--- config.mk ---
export PLATFORM = sky130hd
export DESIGN_NAME = eied_ext_irq
export DESIGN_NICKNAME = d
export VERILOG_FILES = /design/src/verilog/eied_pkg.sv /design/src/verilog/eied_ext_irq.sv /design/src/verilog/eied_noise_filter.sv
export VERILOG_INCLUDE_DIRS = /design/src /design/src/verilog
export SDC_FILE = /design/constraint.sdc
export NUM_CORES = 1
export LEC_CHECK = 0
export BUFFER_PORTS_ARGS = -buffer_cell sky130_fd_sc_hd__buf_2
export CAP_MARGIN = 0
export CORE_UTILIZATION = 40
export CTS_BUF_LIST = sky130_fd_sc_hd__clkbuf_8
export DETAILED_ROUTE_END_ITERATION = 7
export GPL_TIMING_DRIVEN = 0
export HOLD_SLACK_MARGIN = 0.05
export PLACE_DENSITY = 0.73
export SETUP_SLACK_MARGIN = 0.05
export SYNTH_ARGS = -nofsm -noshare
export SYNTH_HDL_FRONTEND = slang
export SYNTH_SLANG_ARGS = --single-unit
--- constraint.sdc ---
create_clock -name clk -period 2.52 [get_ports clk]
set_clock_uncertainty 0.05 [all_clocks]
set_input_delay 0.504 -clock clk [delete_from_list [all_inputs] [get_ports clk]]
set_output_delay 0.504 -clock clk [all_outputs]
set_load 0.05 [all_outputs]
--- src/verilog/eied_cfg.svh ---
// Address map, field positions, reset values and timing counts of the external interrupt block
`ifndef EIED_CFG_SVH
`define EIED_CFG_SVH

// ----------------------------------------------------------------
// Register indices and byte addresses
// ----------------------------------------------------------------
`define EIED_IDX_CLOCK_GATE 16'h0f77
`define EIED_IDX_IRQ1_CONFIG 16'h0fd8
`define EIED_IDX_IRQ_STATUS 16'h0f80
`define EIED_IDX_IRQ_MASK 16'h0f81
`define EIED_IDX_MODE 16'h0f82
`define EIED_BYTE_ADDR(idx) ({(idx), 2'b00})
`define EIED_ADDR_W 18

// ----------------------------------------------------------------
// Field positions
// ----------------------------------------------------------------
`define EIED_GATE_IN1 1
`define EIED_CFG_LVL 4
`define EIED_CFG_ES_HI 3
`define EIED_CFG_ES_LO 2
`define EIED_CFG_NC_HI 1
`define EIED_CFG_NC_LO 0
`define EIED_STAT_IN1 0
`define EIED_MODE_LOW_SPEED 0

// ----------------------------------------------------------------
// Reset values
// ----------------------------------------------------------------
`define EIED_RST_CLOCK_GATE 6'h00
`define EIED_RST_IRQ1_CONFIG 4'h0
`define EIED_RST_IRQ_MASK 1'h0

// ----------------------------------------------------------------
// Timing
// ----------------------------------------------------------------
`define EIED_CLK_HZ 50000000
`define EIED_LF_HZ 32768
`define EIED_LF_DIV (`EIED_CLK_HZ / `EIED_LF_HZ)
`define EIED_LF_QUARTER 4
`define EIED_NF_SAMPLES 3

`endif

--- src/verilog/eied_pkg.sv ---
// Types shared by the external interrupt block
package eied_pkg;

  typedef enum logic [1:0] {
    EIED_ES_RISE = 2'h0,
    EIED_ES_FALL = 2'h1,
    EIED_ES_BOTH = 2'h2,
    EIED_ES_RSVD = 2'h3
  } eied_edge_t;

  typedef enum logic [1:0] {
    EIED_NC_DIV1 = 2'h0,
    EIED_NC_DIV4 = 2'h1,
    EIED_NC_DIV8 = 2'h2,
    EIED_NC_DIV16 = 2'h3
  } eied_rate_t;

  typedef enum logic [2:0] {
    EIED_RSEL_NONE = 3'h1,
    EIED_RSEL_GATE = 3'h2,
    EIED_RSEL_OTHER = 3'h4
  } eied_rsel_t;

endpackage

--- src/verilog/eied_ext_irq.sv ---
// External interrupt control: clock gates, input 1 filter, edge detect and AXI4-Lite registers
//
// Functional notes
// - Cleared enable bit stops input circuit entirely
// - Config writes ignored while input disabled
// - Clock gate bits 7 and 6 read zero
// - Level flag captures filtered level at request
// - Edge select: rising, falling or both
// - High speed sampling gear, /4, /8, /16
// - Low speed sampling at low clock /4
// - Config bits 7 to 5 read zero
// - Software disables interrupt before config write
// - Software disables interrupt before gate change
// - Latch holds until accepted or cleared
// - Inputs pass noise canceller before detection
`timescale 1ns/1ns
`include "eied_cfg.svh"

module eied_ext_irq
(
  input wire logic clk,
  input wire logic reset_n,
  input wire logic [`EIED_ADDR_W-1:0] s_axi_awaddr,
  input wire logic s_axi_awvalid,
  output logic s_axi_awready,
  input wire logic [31:0] s_axi_wdata,
  input wire logic [3:0] s_axi_wstrb,
  input wire logic s_axi_wvalid,
  output logic s_axi_wready,
  output logic [1:0] s_axi_bresp,
  output logic s_axi_bvalid,
  input wire logic s_axi_bready,
  input wire logic [`EIED_ADDR_W-1:0] s_axi_araddr,
  input wire logic s_axi_arvalid,
  output logic s_axi_arready,
  output logic [31:0] s_axi_rdata,
  output logic [1:0] s_axi_rresp,
  output logic s_axi_rvalid,
  input wire logic s_axi_rready,
  input wire logic ext_irq1_pin,
  input wire logic cpu_irq_accept,
  output logic [5:0] per_input_clock_enable,
  output logic irq1_latch,
  output logic irq
);

  // ----------------------------------------------------------------
  // Registers
  // ----------------------------------------------------------------
  logic [5:0] clock_gate_r;
  logic [1:0] edge_select_r;
  logic [1:0] filter_sample_rate_select_r;
  logic captured_filtered_level_r;
  logic status_r;
  logic mask_r;
  logic low_speed_r;
  logic en1;

  assign en1 = clock_gate_r[`EIED_GATE_IN1];
  assign per_input_clock_enable = clock_gate_r;

  function automatic logic addr_is(input logic [`EIED_ADDR_W-1:0] a, input logic [15:0] idx);
    addr_is = (a == `EIED_BYTE_ADDR(idx));
  endfunction

  // ----------------------------------------------------------------
  // AXI4-Lite write channel
  // ----------------------------------------------------------------
  logic aw_held_r;
  logic w_held_r;
  logic [`EIED_ADDR_W-1:0] awaddr_r;
  logic [7:0] wdata_r;
  logic wlane_r;
  logic wr_go;
  logic wr_ok;

  assign s_axi_awready = !aw_held_r && !s_axi_bvalid;
  assign s_axi_wready = !w_held_r && !s_axi_bvalid;
  assign wr_go = aw_held_r && w_held_r && !s_axi_bvalid;
  assign wr_ok = addr_is(awaddr_r, `EIED_IDX_CLOCK_GATE) || addr_is(awaddr_r, `EIED_IDX_IRQ1_CONFIG) ||
    addr_is(awaddr_r, `EIED_IDX_IRQ_STATUS) || addr_is(awaddr_r, `EIED_IDX_IRQ_MASK) ||
    addr_is(awaddr_r, `EIED_IDX_MODE);

  always_ff @(posedge clk or negedge reset_n)
  begin
    if (!reset_n)
    begin
      aw_held_r <= 1'b0;
      awaddr_r <= '0;
    end
    else if (s_axi_awvalid && s_axi_awready)
    begin
      aw_held_r <= 1'b1;
      awaddr_r <= s_axi_awaddr;
    end
    else if (wr_go)
      aw_held_r <= 1'b0;
  end

  always_ff @(posedge clk or negedge reset_n)
  begin
    if (!reset_n)
    begin
      w_held_r <= 1'b0;
      wdata_r <= 8'h00;
      wlane_r <= 1'b0;
    end
    else if (s_axi_wvalid && s_axi_wready)
    begin
      w_held_r <= 1'b1;
      wdata_r <= s_axi_wdata[7:0];
      wlane_r <= s_axi_wstrb[0];
    end
    else if (wr_go)
      w_held_r <= 1'b0;
  end

  always_ff @(posedge clk or negedge reset_n)
  begin
    if (!reset_n)
    begin
      s_axi_bvalid <= 1'b0;
      s_axi_bresp <= 2'h0;
    end
    else if (wr_go)
    begin
      s_axi_bvalid <= 1'b1;
      s_axi_bresp <= wr_ok ? 2'h0 : 2'h2;
    end
    else if (s_axi_bready)
      s_axi_bvalid <= 1'b0;
  end

  // ----------------------------------------------------------------
  // Control registers
  // ----------------------------------------------------------------
  logic wr_en;
  assign wr_en = wr_go && wlane_r;

  always_ff @(posedge clk or negedge reset_n)
  begin
    if (!reset_n)
      clock_gate_r <= `EIED_RST_CLOCK_GATE;
    else if (wr_en && addr_is(awaddr_r, `EIED_IDX_CLOCK_GATE))
      clock_gate_r <= wdata_r[5:0];
  end

  always_ff @(posedge clk or negedge reset_n)
  begin
    if (!reset_n)
      {edge_select_r, filter_sample_rate_select_r} <= `EIED_RST_IRQ1_CONFIG;
    else if (wr_en && en1 && addr_is(awaddr_r, `EIED_IDX_IRQ1_CONFIG))
      {edge_select_r, filter_sample_rate_select_r} <= wdata_r[`EIED_CFG_ES_HI:`EIED_CFG_NC_LO];
  end

  always_ff @(posedge clk or negedge reset_n)
  begin
    if (!reset_n)
    begin
      mask_r <= `EIED_RST_IRQ_MASK;
      low_speed_r <= 1'b0;
    end
    else if (wr_en && addr_is(awaddr_r, `EIED_IDX_IRQ_MASK))
      mask_r <= wdata_r[`EIED_STAT_IN1];
    else if (wr_en && addr_is(awaddr_r, `EIED_IDX_MODE))
      low_speed_r <= wdata_r[`EIED_MODE_LOW_SPEED];
  end

  // ----------------------------------------------------------------
  // AXI4-Lite read channel
  // ----------------------------------------------------------------
  logic rd_take;
  logic rd_stat;
  eied_pkg::eied_rsel_t rsel_r;

  assign s_axi_arready = !s_axi_rvalid;
  assign rd_take = s_axi_arvalid && s_axi_arready;
  assign rd_stat = rd_take && addr_is(s_axi_araddr, `EIED_IDX_IRQ_STATUS);

  always_ff @(posedge clk or negedge reset_n)
  begin
    if (!reset_n)
    begin
      s_axi_rvalid <= 1'b0;
      s_axi_rdata <= 32'h0;
      s_axi_rresp <= 2'h0;
      rsel_r <= eied_pkg::EIED_RSEL_NONE;
    end
    else if (rd_take)
    begin
      s_axi_rvalid <= 1'b1;
      s_axi_rresp <= 2'h0;
      rsel_r <= eied_pkg::EIED_RSEL_OTHER;
      if (addr_is(s_axi_araddr, `EIED_IDX_CLOCK_GATE))
      begin
        s_axi_rdata <= {26'h0, clock_gate_r};
        rsel_r <= eied_pkg::EIED_RSEL_GATE;
      end
      else if (addr_is(s_axi_araddr, `EIED_IDX_IRQ1_CONFIG))
        s_axi_rdata <= {27'h0, captured_filtered_level_r, edge_select_r, filter_sample_rate_select_r};
      else if (rd_stat)
        s_axi_rdata <= {31'h0, status_r};
      else if (addr_is(s_axi_araddr, `EIED_IDX_IRQ_MASK))
        s_axi_rdata <= {31'h0, mask_r};
      else if (addr_is(s_axi_araddr, `EIED_IDX_MODE))
        s_axi_rdata <= {31'h0, low_speed_r};
      else
      begin
        s_axi_rdata <= 32'h0;
        s_axi_rresp <= 2'h2;
      end
    end
    else if (s_axi_rready)
      s_axi_rvalid <= 1'b0;
  end

  // ----------------------------------------------------------------
  // Sampling rate
  // ----------------------------------------------------------------
  // Gear clock is clk itself; the low clock is a divided enable
  logic [3:0] gear_cnt_r;
  logic [15:0] lf_cnt_r;
  logic [1:0] lf_quarter_r;
  logic lf_tick;
  logic lf_q_tick;
  logic sample_en;

  function automatic logic rate_tick(input logic [1:0] sel, input logic [3:0] cnt);
    case (eied_pkg::eied_rate_t'(sel))
      eied_pkg::EIED_NC_DIV1: rate_tick = 1'b1;
      eied_pkg::EIED_NC_DIV4: rate_tick = (cnt[1:0] == 2'h3);
      eied_pkg::EIED_NC_DIV8: rate_tick = (cnt[2:0] == 3'h7);
      default: rate_tick = (cnt == 4'hf);
    endcase
  endfunction

  assign lf_tick = (lf_cnt_r == 16'(`EIED_LF_DIV - 1));
  assign lf_q_tick = lf_tick && (lf_quarter_r == 2'(`EIED_LF_QUARTER - 1));

  always_ff @(posedge clk or negedge reset_n)
  begin
    if (!reset_n)
      gear_cnt_r <= 4'h0;
    else
      gear_cnt_r <= gear_cnt_r + 4'h1;
  end

  always_ff @(posedge clk or negedge reset_n)
  begin
    if (!reset_n)
    begin
      lf_cnt_r <= 16'h0;
      lf_quarter_r <= 2'h0;
    end
    else if (lf_tick)
    begin
      lf_cnt_r <= 16'h0;
      lf_quarter_r <= lf_quarter_r + 2'h1;
    end
    else
      lf_cnt_r <= lf_cnt_r + 16'h1;
  end

  // Gated clock modelled as a gated enable: disabled circuit freezes
  assign sample_en = en1 && (low_speed_r ? lf_q_tick :
    rate_tick(filter_sample_rate_select_r, gear_cnt_r));

  // ----------------------------------------------------------------
  // Filter and edge detection
  // ----------------------------------------------------------------
  logic pin_meta_r;
  logic pin_sync_r;
  logic filt;
  logic prev_r;
  logic req;

  always_ff @(posedge clk or negedge reset_n)
  begin
    if (!reset_n)
    begin
      pin_meta_r <= 1'b0;
      pin_sync_r <= 1'b0;
    end
    else
    begin
      pin_meta_r <= ext_irq1_pin;
      pin_sync_r <= pin_meta_r;
    end
  end

  eied_noise_filter u_filter
  (
    .clk(clk),
    .reset_n(reset_n),
    .sample_en(sample_en),
    .pin_level(pin_sync_r),
    .filtered(filt)
  );

  always_ff @(posedge clk or negedge reset_n)
  begin
    if (!reset_n)
      prev_r <= 1'b0;
    else
      prev_r <= filt;
  end

  always_comb
  begin
    req = 1'b0;
    if (en1)
    begin
      case (eied_pkg::eied_edge_t'(edge_select_r))
        eied_pkg::EIED_ES_RISE: req = filt && !prev_r;
        eied_pkg::EIED_ES_FALL: req = !filt && prev_r;
        eied_pkg::EIED_ES_BOTH: req = filt != prev_r;
        default: req = 1'b0;
      endcase
    end
  end

  always_ff @(posedge clk or negedge reset_n)
  begin
    if (!reset_n)
      captured_filtered_level_r <= 1'b0;
    else if (req)
      captured_filtered_level_r <= filt;
  end

  // ----------------------------------------------------------------
  // Latch, status and interrupt
  // ----------------------------------------------------------------
  always_ff @(posedge clk or negedge reset_n)
  begin
    if (!reset_n)
      irq1_latch <= 1'b0;
    else if (req)
      irq1_latch <= 1'b1;
    else if (cpu_irq_accept)
      irq1_latch <= 1'b0;
  end

  // A new event beats a clearing read in the same cycle
  always_ff @(posedge clk or negedge reset_n)
  begin
    if (!reset_n)
      status_r <= 1'b0;
    else if (req)
      status_r <= 1'b1;
    else if (rd_stat)
      status_r <= 1'b0;
  end

  assign irq = status_r && mask_r;

  // ----------------------------------------------------------------
  // Checks
  // ----------------------------------------------------------------
  AST_OFF_NO_REQ: assert property (@(posedge clk) disable iff (!reset_n) !en1 |-> !req && !sample_en)
    else $error("Disabled input produced activity");
  AST_CFG_FROZEN: assert property (@(posedge clk) disable iff (!reset_n)
    !en1 |=> $stable(edge_select_r) && $stable(filter_sample_rate_select_r))
    else $error("Config changed while input disabled");
  AST_GATE_TOP_ZERO: assert property (@(posedge clk) disable iff (!reset_n)
    s_axi_rvalid && rsel_r == eied_pkg::EIED_RSEL_GATE |-> s_axi_rdata[7:6] == 2'h0)
    else $error("Clock gate top bits not zero");
  AST_LEVEL_CAPTURE: assert property (@(posedge clk) disable iff (!reset_n)
    req |=> captured_filtered_level_r == $past(filt))
    else $error("Level flag missed the filtered level");
  AST_RISE_REQ: assert property (@(posedge clk) disable iff (!reset_n)
    en1 && edge_select_r == 2'h0 && filt && !prev_r |-> req ##1 irq1_latch)
    else $error("Rising edge gave no request");
  AST_HS_RATE: assert property (@(posedge clk) disable iff (!reset_n)
    sample_en && !low_speed_r && filter_sample_rate_select_r == 2'h3 |-> gear_cnt_r == 4'hf)
    else $error("Gear /16 sampling off");
  AST_LS_RATE: assert property (@(posedge clk) disable iff (!reset_n)
    sample_en && low_speed_r |-> lf_tick && lf_quarter_r == 2'h3)
    else $error("Low speed sampling not at low clock /4");
  AST_LATCH_HOLD: assert property (@(posedge clk) disable iff (!reset_n)
    irq1_latch && !cpu_irq_accept |=> irq1_latch)
    else $error("Latch dropped without acceptance");
  AST_RSVD_SILENT: assert property (@(posedge clk) disable iff (!reset_n)
    edge_select_r == 2'h3 |-> !req)
    else $error("Reserved edge code made a request");
  AST_REQ_FROM_FILTER: assert property (@(posedge clk) disable iff (!reset_n)
    req |-> filt != prev_r)
    else $error("Request without a filtered change");

endmodule // eied_ext_irq

--- src/verilog/eied_noise_filter.sv ---
// Sampling noise canceller: new level accepted after equal consecutive samples
`timescale 1ns/1ns
`include "eied_cfg.svh"

module eied_noise_filter
(
  input wire logic clk,
  input wire logic reset_n,
  input wire logic sample_en,
  input wire logic pin_level,
  output logic filtered
);

  logic [1:0] agree_r;

  // ----------------------------------------------------------------
  // Agreement counter
  // ----------------------------------------------------------------
  always_ff @(posedge clk or negedge reset_n)
  begin
    if (!reset_n)
      agree_r <= 2'h0;
    else if (sample_en)
    begin
      if (pin_level == filtered)
        agree_r <= 2'h0;
      else if (agree_r == 2'(`EIED_NF_SAMPLES - 1))
        agree_r <= 2'h0;
      else
        agree_r <= agree_r + 2'h1;
    end
  end

  always_ff @(posedge clk or negedge reset_n)
  begin
    if (!reset_n)
      filtered <= 1'b0;
    else if (sample_en && pin_level != filtered && agree_r == 2'(`EIED_NF_SAMPLES - 1))
      filtered <= pin_level;
  end

  AST_FILTER_AGREE: assert property (@(posedge clk) disable iff (!reset_n)
    (filtered != $past(filtered)) |-> ($past(sample_en) && $past(agree_r) == 2'h2))
    else $error("Filter output changed before enough equal samples");

endmodule // eied_noise_filter

==> reports/qor.tcl <==
set qor(hpwl_um) 5330
set qor(wl_per_cell_um) 13.1
set qor(internal_power_mw) 2.55
set qor(crit_slowest_cell) {sky130_fd_sc_hd__or4b_1}
set qor(total_power_mw) 3.65
set qor(setup.reg_to_reg.worst_slack_ps) 100
set qor(cts_tree) {built}
set qor(worst_ep_required_time_ps) 2710
set qor(synth_compound_area_share_pct) 6.82
set qor(wp_buf_inv) 1
set qor(final_design_area_no_fill_um2) 4660
set qor(netSwitchingPower_mw) 1.10
set qor(dpl-instance-area_um2) 4400
set qor(maxClockFrequency_ghz) 0.414
set qor(wire_length_of_the_first_global_routing_pass_um) 12400
set qor(synth_top_area_cell) {sky130_fd_sc_hd__dfrtp_1}
set qor(die-area_um2) 9790
set qor(postRouteAntennaNets) 0
set qor(timing.final.hold_violations) 0
set qor(synth_mux_area_share_pct) 12.5
set qor(irDropWorstVdd_mv) 0.432
set qor(drc_errors) 0
set qor(floorplan.initialDensity_pct) 41.1
set qor(worst-endpoint-arrival_ps) 2600
set qor(grt_pass1_vias) 2663
set qor(ys_types) 47
set qor(vias) 2722
set qor(io-pin-count) 130
set qor(grt_usage_pct) 16.3
set qor(routed_wl_um) 7250
set qor(post_synth_fa_ha_maj_area_fraction_pct) 2.33
set qor(power-per-cell-area_nw_per_um2) 783
set qor(cts.clk_slew.worst_paths_ps) 80
set qor(combinational_family_with_the_most_area_after_synthesis) {simple AND/OR/NAND/NOR gates}
set qor(synth-seq-area-share_pct) 53.2
set qor(worst_slew_pin_slew_ps) 1250
set qor(layout.cells.most_common) {sky130_fd_sc_hd__dfrtp_1}
set qor(setup.worst_path.start_class) {flop}
set qor(floorplan.core_area_um2) 9150
set qor(io_buffer_count) 72
set qor(final-max-slew-violation-count) 0
set qor(path_delay_family) {simple AND/OR/NAND/NOR gates}
set qor(grt.overflow.total) 0
set qor(final_layout_size_suffix_gt1_share_pct) 37.2
set qor(layout.cells.most_common_list) {sky130_fd_sc_hd__dfrtp_1, sky130_fd_sc_hd__buf_2, sky130_fd_sc_hd__mux2_2}
set qor(swShare_pct) 30.0
set qor(timing.critical_path.cells) {inv_1 -> ha_1 -> or4b_1 -> nor4_4 -> a41oi_2 -> nor3b_2 -> mux2_1}
set qor(whs_path_depth) 1
set qor(seq_power_share_pct) 46.6
set qor(worstPathMaxFanout) 5
set qor(synth_xor_area_share_pct) 3.03
set qor(ctsRootBufferMaster) {sky130_fd_sc_hd__clkbuf_8}
set qor(max-clock-path-buffers) 2
set qor(ys.warnings.count) 0
set qor(placement_rows) 35
set qor(final.period_utilization_pct) 95.9
set qor(cts_made_buffers) 9
set qor(power.combinational.fraction_pct) 22.6
set qor(critPathCaptureType) {flop}
set qor(final_layout_net_count) 525
set qor(synth-seq-cells) 80
set qor(h-tree-depth) 3
set qor(p_leak_nw) 2.31
set qor(synthCells) 323
set qor(criticalPathCategory) {reg -> reg}
set qor(antenna_cells) 0
set qor(cts_resized) 0
set qor(insertion_delay_ps) 350
set qor(grt_setup_unrepaired) {true}
set qor(post_synth_and_or_nand_nor_area_fraction_pct) 14.7
set qor(crit_path_max_incr_delay_ps) 490
set qor(post-synth-top-area-fraction_pct) 53.2
set qor(r2r.worst_path.cells) 7
set qor(timing.slew.headroom_pct) 15.7
set qor(gp_congestion) 0.732
set qor(drt_pre_antenna_iters) 5
set qor(timing.max_cap.violations) 0
set qor(dr.first_iter.drc_count) 114
set qor(synthesis.area_um2) 3760
set qor(syn_area_per_cell_um2) 11.6
set qor(synth-async-reset-ratio_pct) 100
set qor(hp-class) {in -> reg}
set qor(synthToLayoutAreaGrowth_pct) 24.1
set qor(power.clock.fraction_pct) 30.9
set qor(synth_enable_flop_cells) 0
set qor(die_h_um) 99.0
set qor(post-route-min-period_ps) 2420
set qor(tritoncts_num_sinks) 80
set qor(status) {finished clean}
set qor(synthFlopType) {sky130_fd_sc_hd__dfrtp_1}
set qor(fin_tns_setup_ps) 0
set qor(routed_via_density) 4.93
set qor(floorplan.die.width_um) 99.0
set qor(area_contributors_post_synth) {sky130_fd_sc_hd__dfrtp_1, sky130_fd_sc_hd__mux2_2, sky130_fd_sc_hd__buf_4}
set qor(antenna_violations_before_repair) 0
set qor(pin_count_of_the_biggest_net_entering_global_routing) 73
set qor(timing.final.setup_violations) 0
set qor(timing.critical_path.depth) 7
power groups by stage:
stage / logic [mW] / registers (mW) / clock network (mW)
floorplan: 0.606 / 1.73 / 0
global placement: 0.802 / 1.72 / 0
detailed placement: 0.832 / 1.73 / 0
CTS: 0.836 / 1.70 / 1.16
global route: 0.898 / 1.74 / 1.22
finish: 0.824 / 1.70 / 1.13
registers in the layout, indices dropped and copies added, names as in the netlist, 2 cells and up:
name	count
s_axi_rdata	6
edge_select_r	2
wdata_r	6
u_filter.agree_r	2
gear_cnt_r	4
filter_sample_rate_select_r	2
per_input_clock_enable	6
lf_cnt_r	16
lf_quarter_r	2
awaddr_r	18
final timing paths:
path	from	end
hold reg to reg	pin_meta_r	pin_sync_r
hold / removal	ext_irq1_pin	pin_meta_r
max in group asynchronous	reset_n	awaddr_r[6]
setup / recovery	lf_cnt_r[0]	u_filter.filtered
setup reg to reg	lf_cnt_r[0]	u_filter.filtered
min in group asynchronous	reset_n	lf_cnt_r[4]
synth_stat cells, types with 2 or more instances:
| cell type | instances |
|---|---|
| sky130_fd_sc_hd__or3_1 | 4 |
| sky130_fd_sc_hd__nand3_1 | 11 |
| sky130_fd_sc_hd__mux2_2 | 39 |
| sky130_fd_sc_hd__o21bai_1 | 2 |
| sky130_fd_sc_hd__nand4_1 | 5 |
| sky130_fd_sc_hd__o21ai_0 | 10 |
| sky130_fd_sc_hd__xnor2_1 | 9 |
| sky130_fd_sc_hd__and3_1 | 5 |
| sky130_fd_sc_hd__nor2b_1 | 5 |
| sky130_fd_sc_hd__nor2_1 | 21 |
| sky130_fd_sc_hd__nand3b_1 | 4 |
| sky130_fd_sc_hd__a22o_1 | 8 |
| sky130_fd_sc_hd__ha_1 | 7 |
| sky130_fd_sc_hd__nand2_1 | 18 |
| sky130_fd_sc_hd__dfrtp_1 | 80 |
| sky130_fd_sc_hd__and2_1 | 4 |
| sky130_fd_sc_hd__buf_4 | 28 |
| sky130_fd_sc_hd__clkbuf_1 | 4 |
| sky130_fd_sc_hd__nor3b_1 | 2 |
| sky130_fd_sc_hd__nor3_1 | 4 |
| sky130_fd_sc_hd__xor2_1 | 4 |
| sky130_fd_sc_hd__nor4_1 | 5 |
| sky130_fd_sc_hd__mux2i_1 | 2 |
| sky130_fd_sc_hd__nand2b_1 | 3 |
| sky130_fd_sc_hd__a21oi_1 | 8 |
| sky130_fd_sc_hd__inv_1 | 10 |
stage by stage:
step	setup slack, ps	std cells	hold slack, ps	utilization [%]
5_1_grt	-3.46	552	185	51.0
3_5_place_dp	55.4	534	296	48.1
4_1_cts	59.5	550	198	50.8
3_3_place_gp	138	533	341	47.7
2_1_floorplan	154	350	158	-
6_report	104	552	206	51.0
layer usage:
layer | share of wire, % | vias up | GRT usage, %
met1 | 44 | 1312 | 19.7
met2 | 48 | 95 | 27.2
li1 | - | 1307 | -
met3 | 7.0 | 8 | 5.39
met4 | 1.2 | 0 | 6.08
met5 | 0 | - | 0
cell type report:
cell class / instances / area (µm²)
Fill cell: 840 / 4490
Sequential cell: 80 / 2000
Multi-Input combinational cell: 226 / 1600
Timing Repair Buffer: 76 / 415
Buffer: 34 / 234
Tap cell: 111 / 139
Clock buffer: 9 / 124
Clock inverter: 6 / 118
Inverter: 10 / 37.5
cells by family after synthesis:
kind of cell | count (synthesis)
mux | 42
compound gates | 37
fa+ha+maj | 7
flops | 80
buf+inv | 44
xor+xnor | 13
simple gates | 99
other cells | 1
what timing repair did:
item	CTS	global route
setup endpoints to repair	0	1
setup buffers	0	2
hold buffers	1	0
endpoints found under the hold margin	8	0
(Power assumes the default switching activity.)
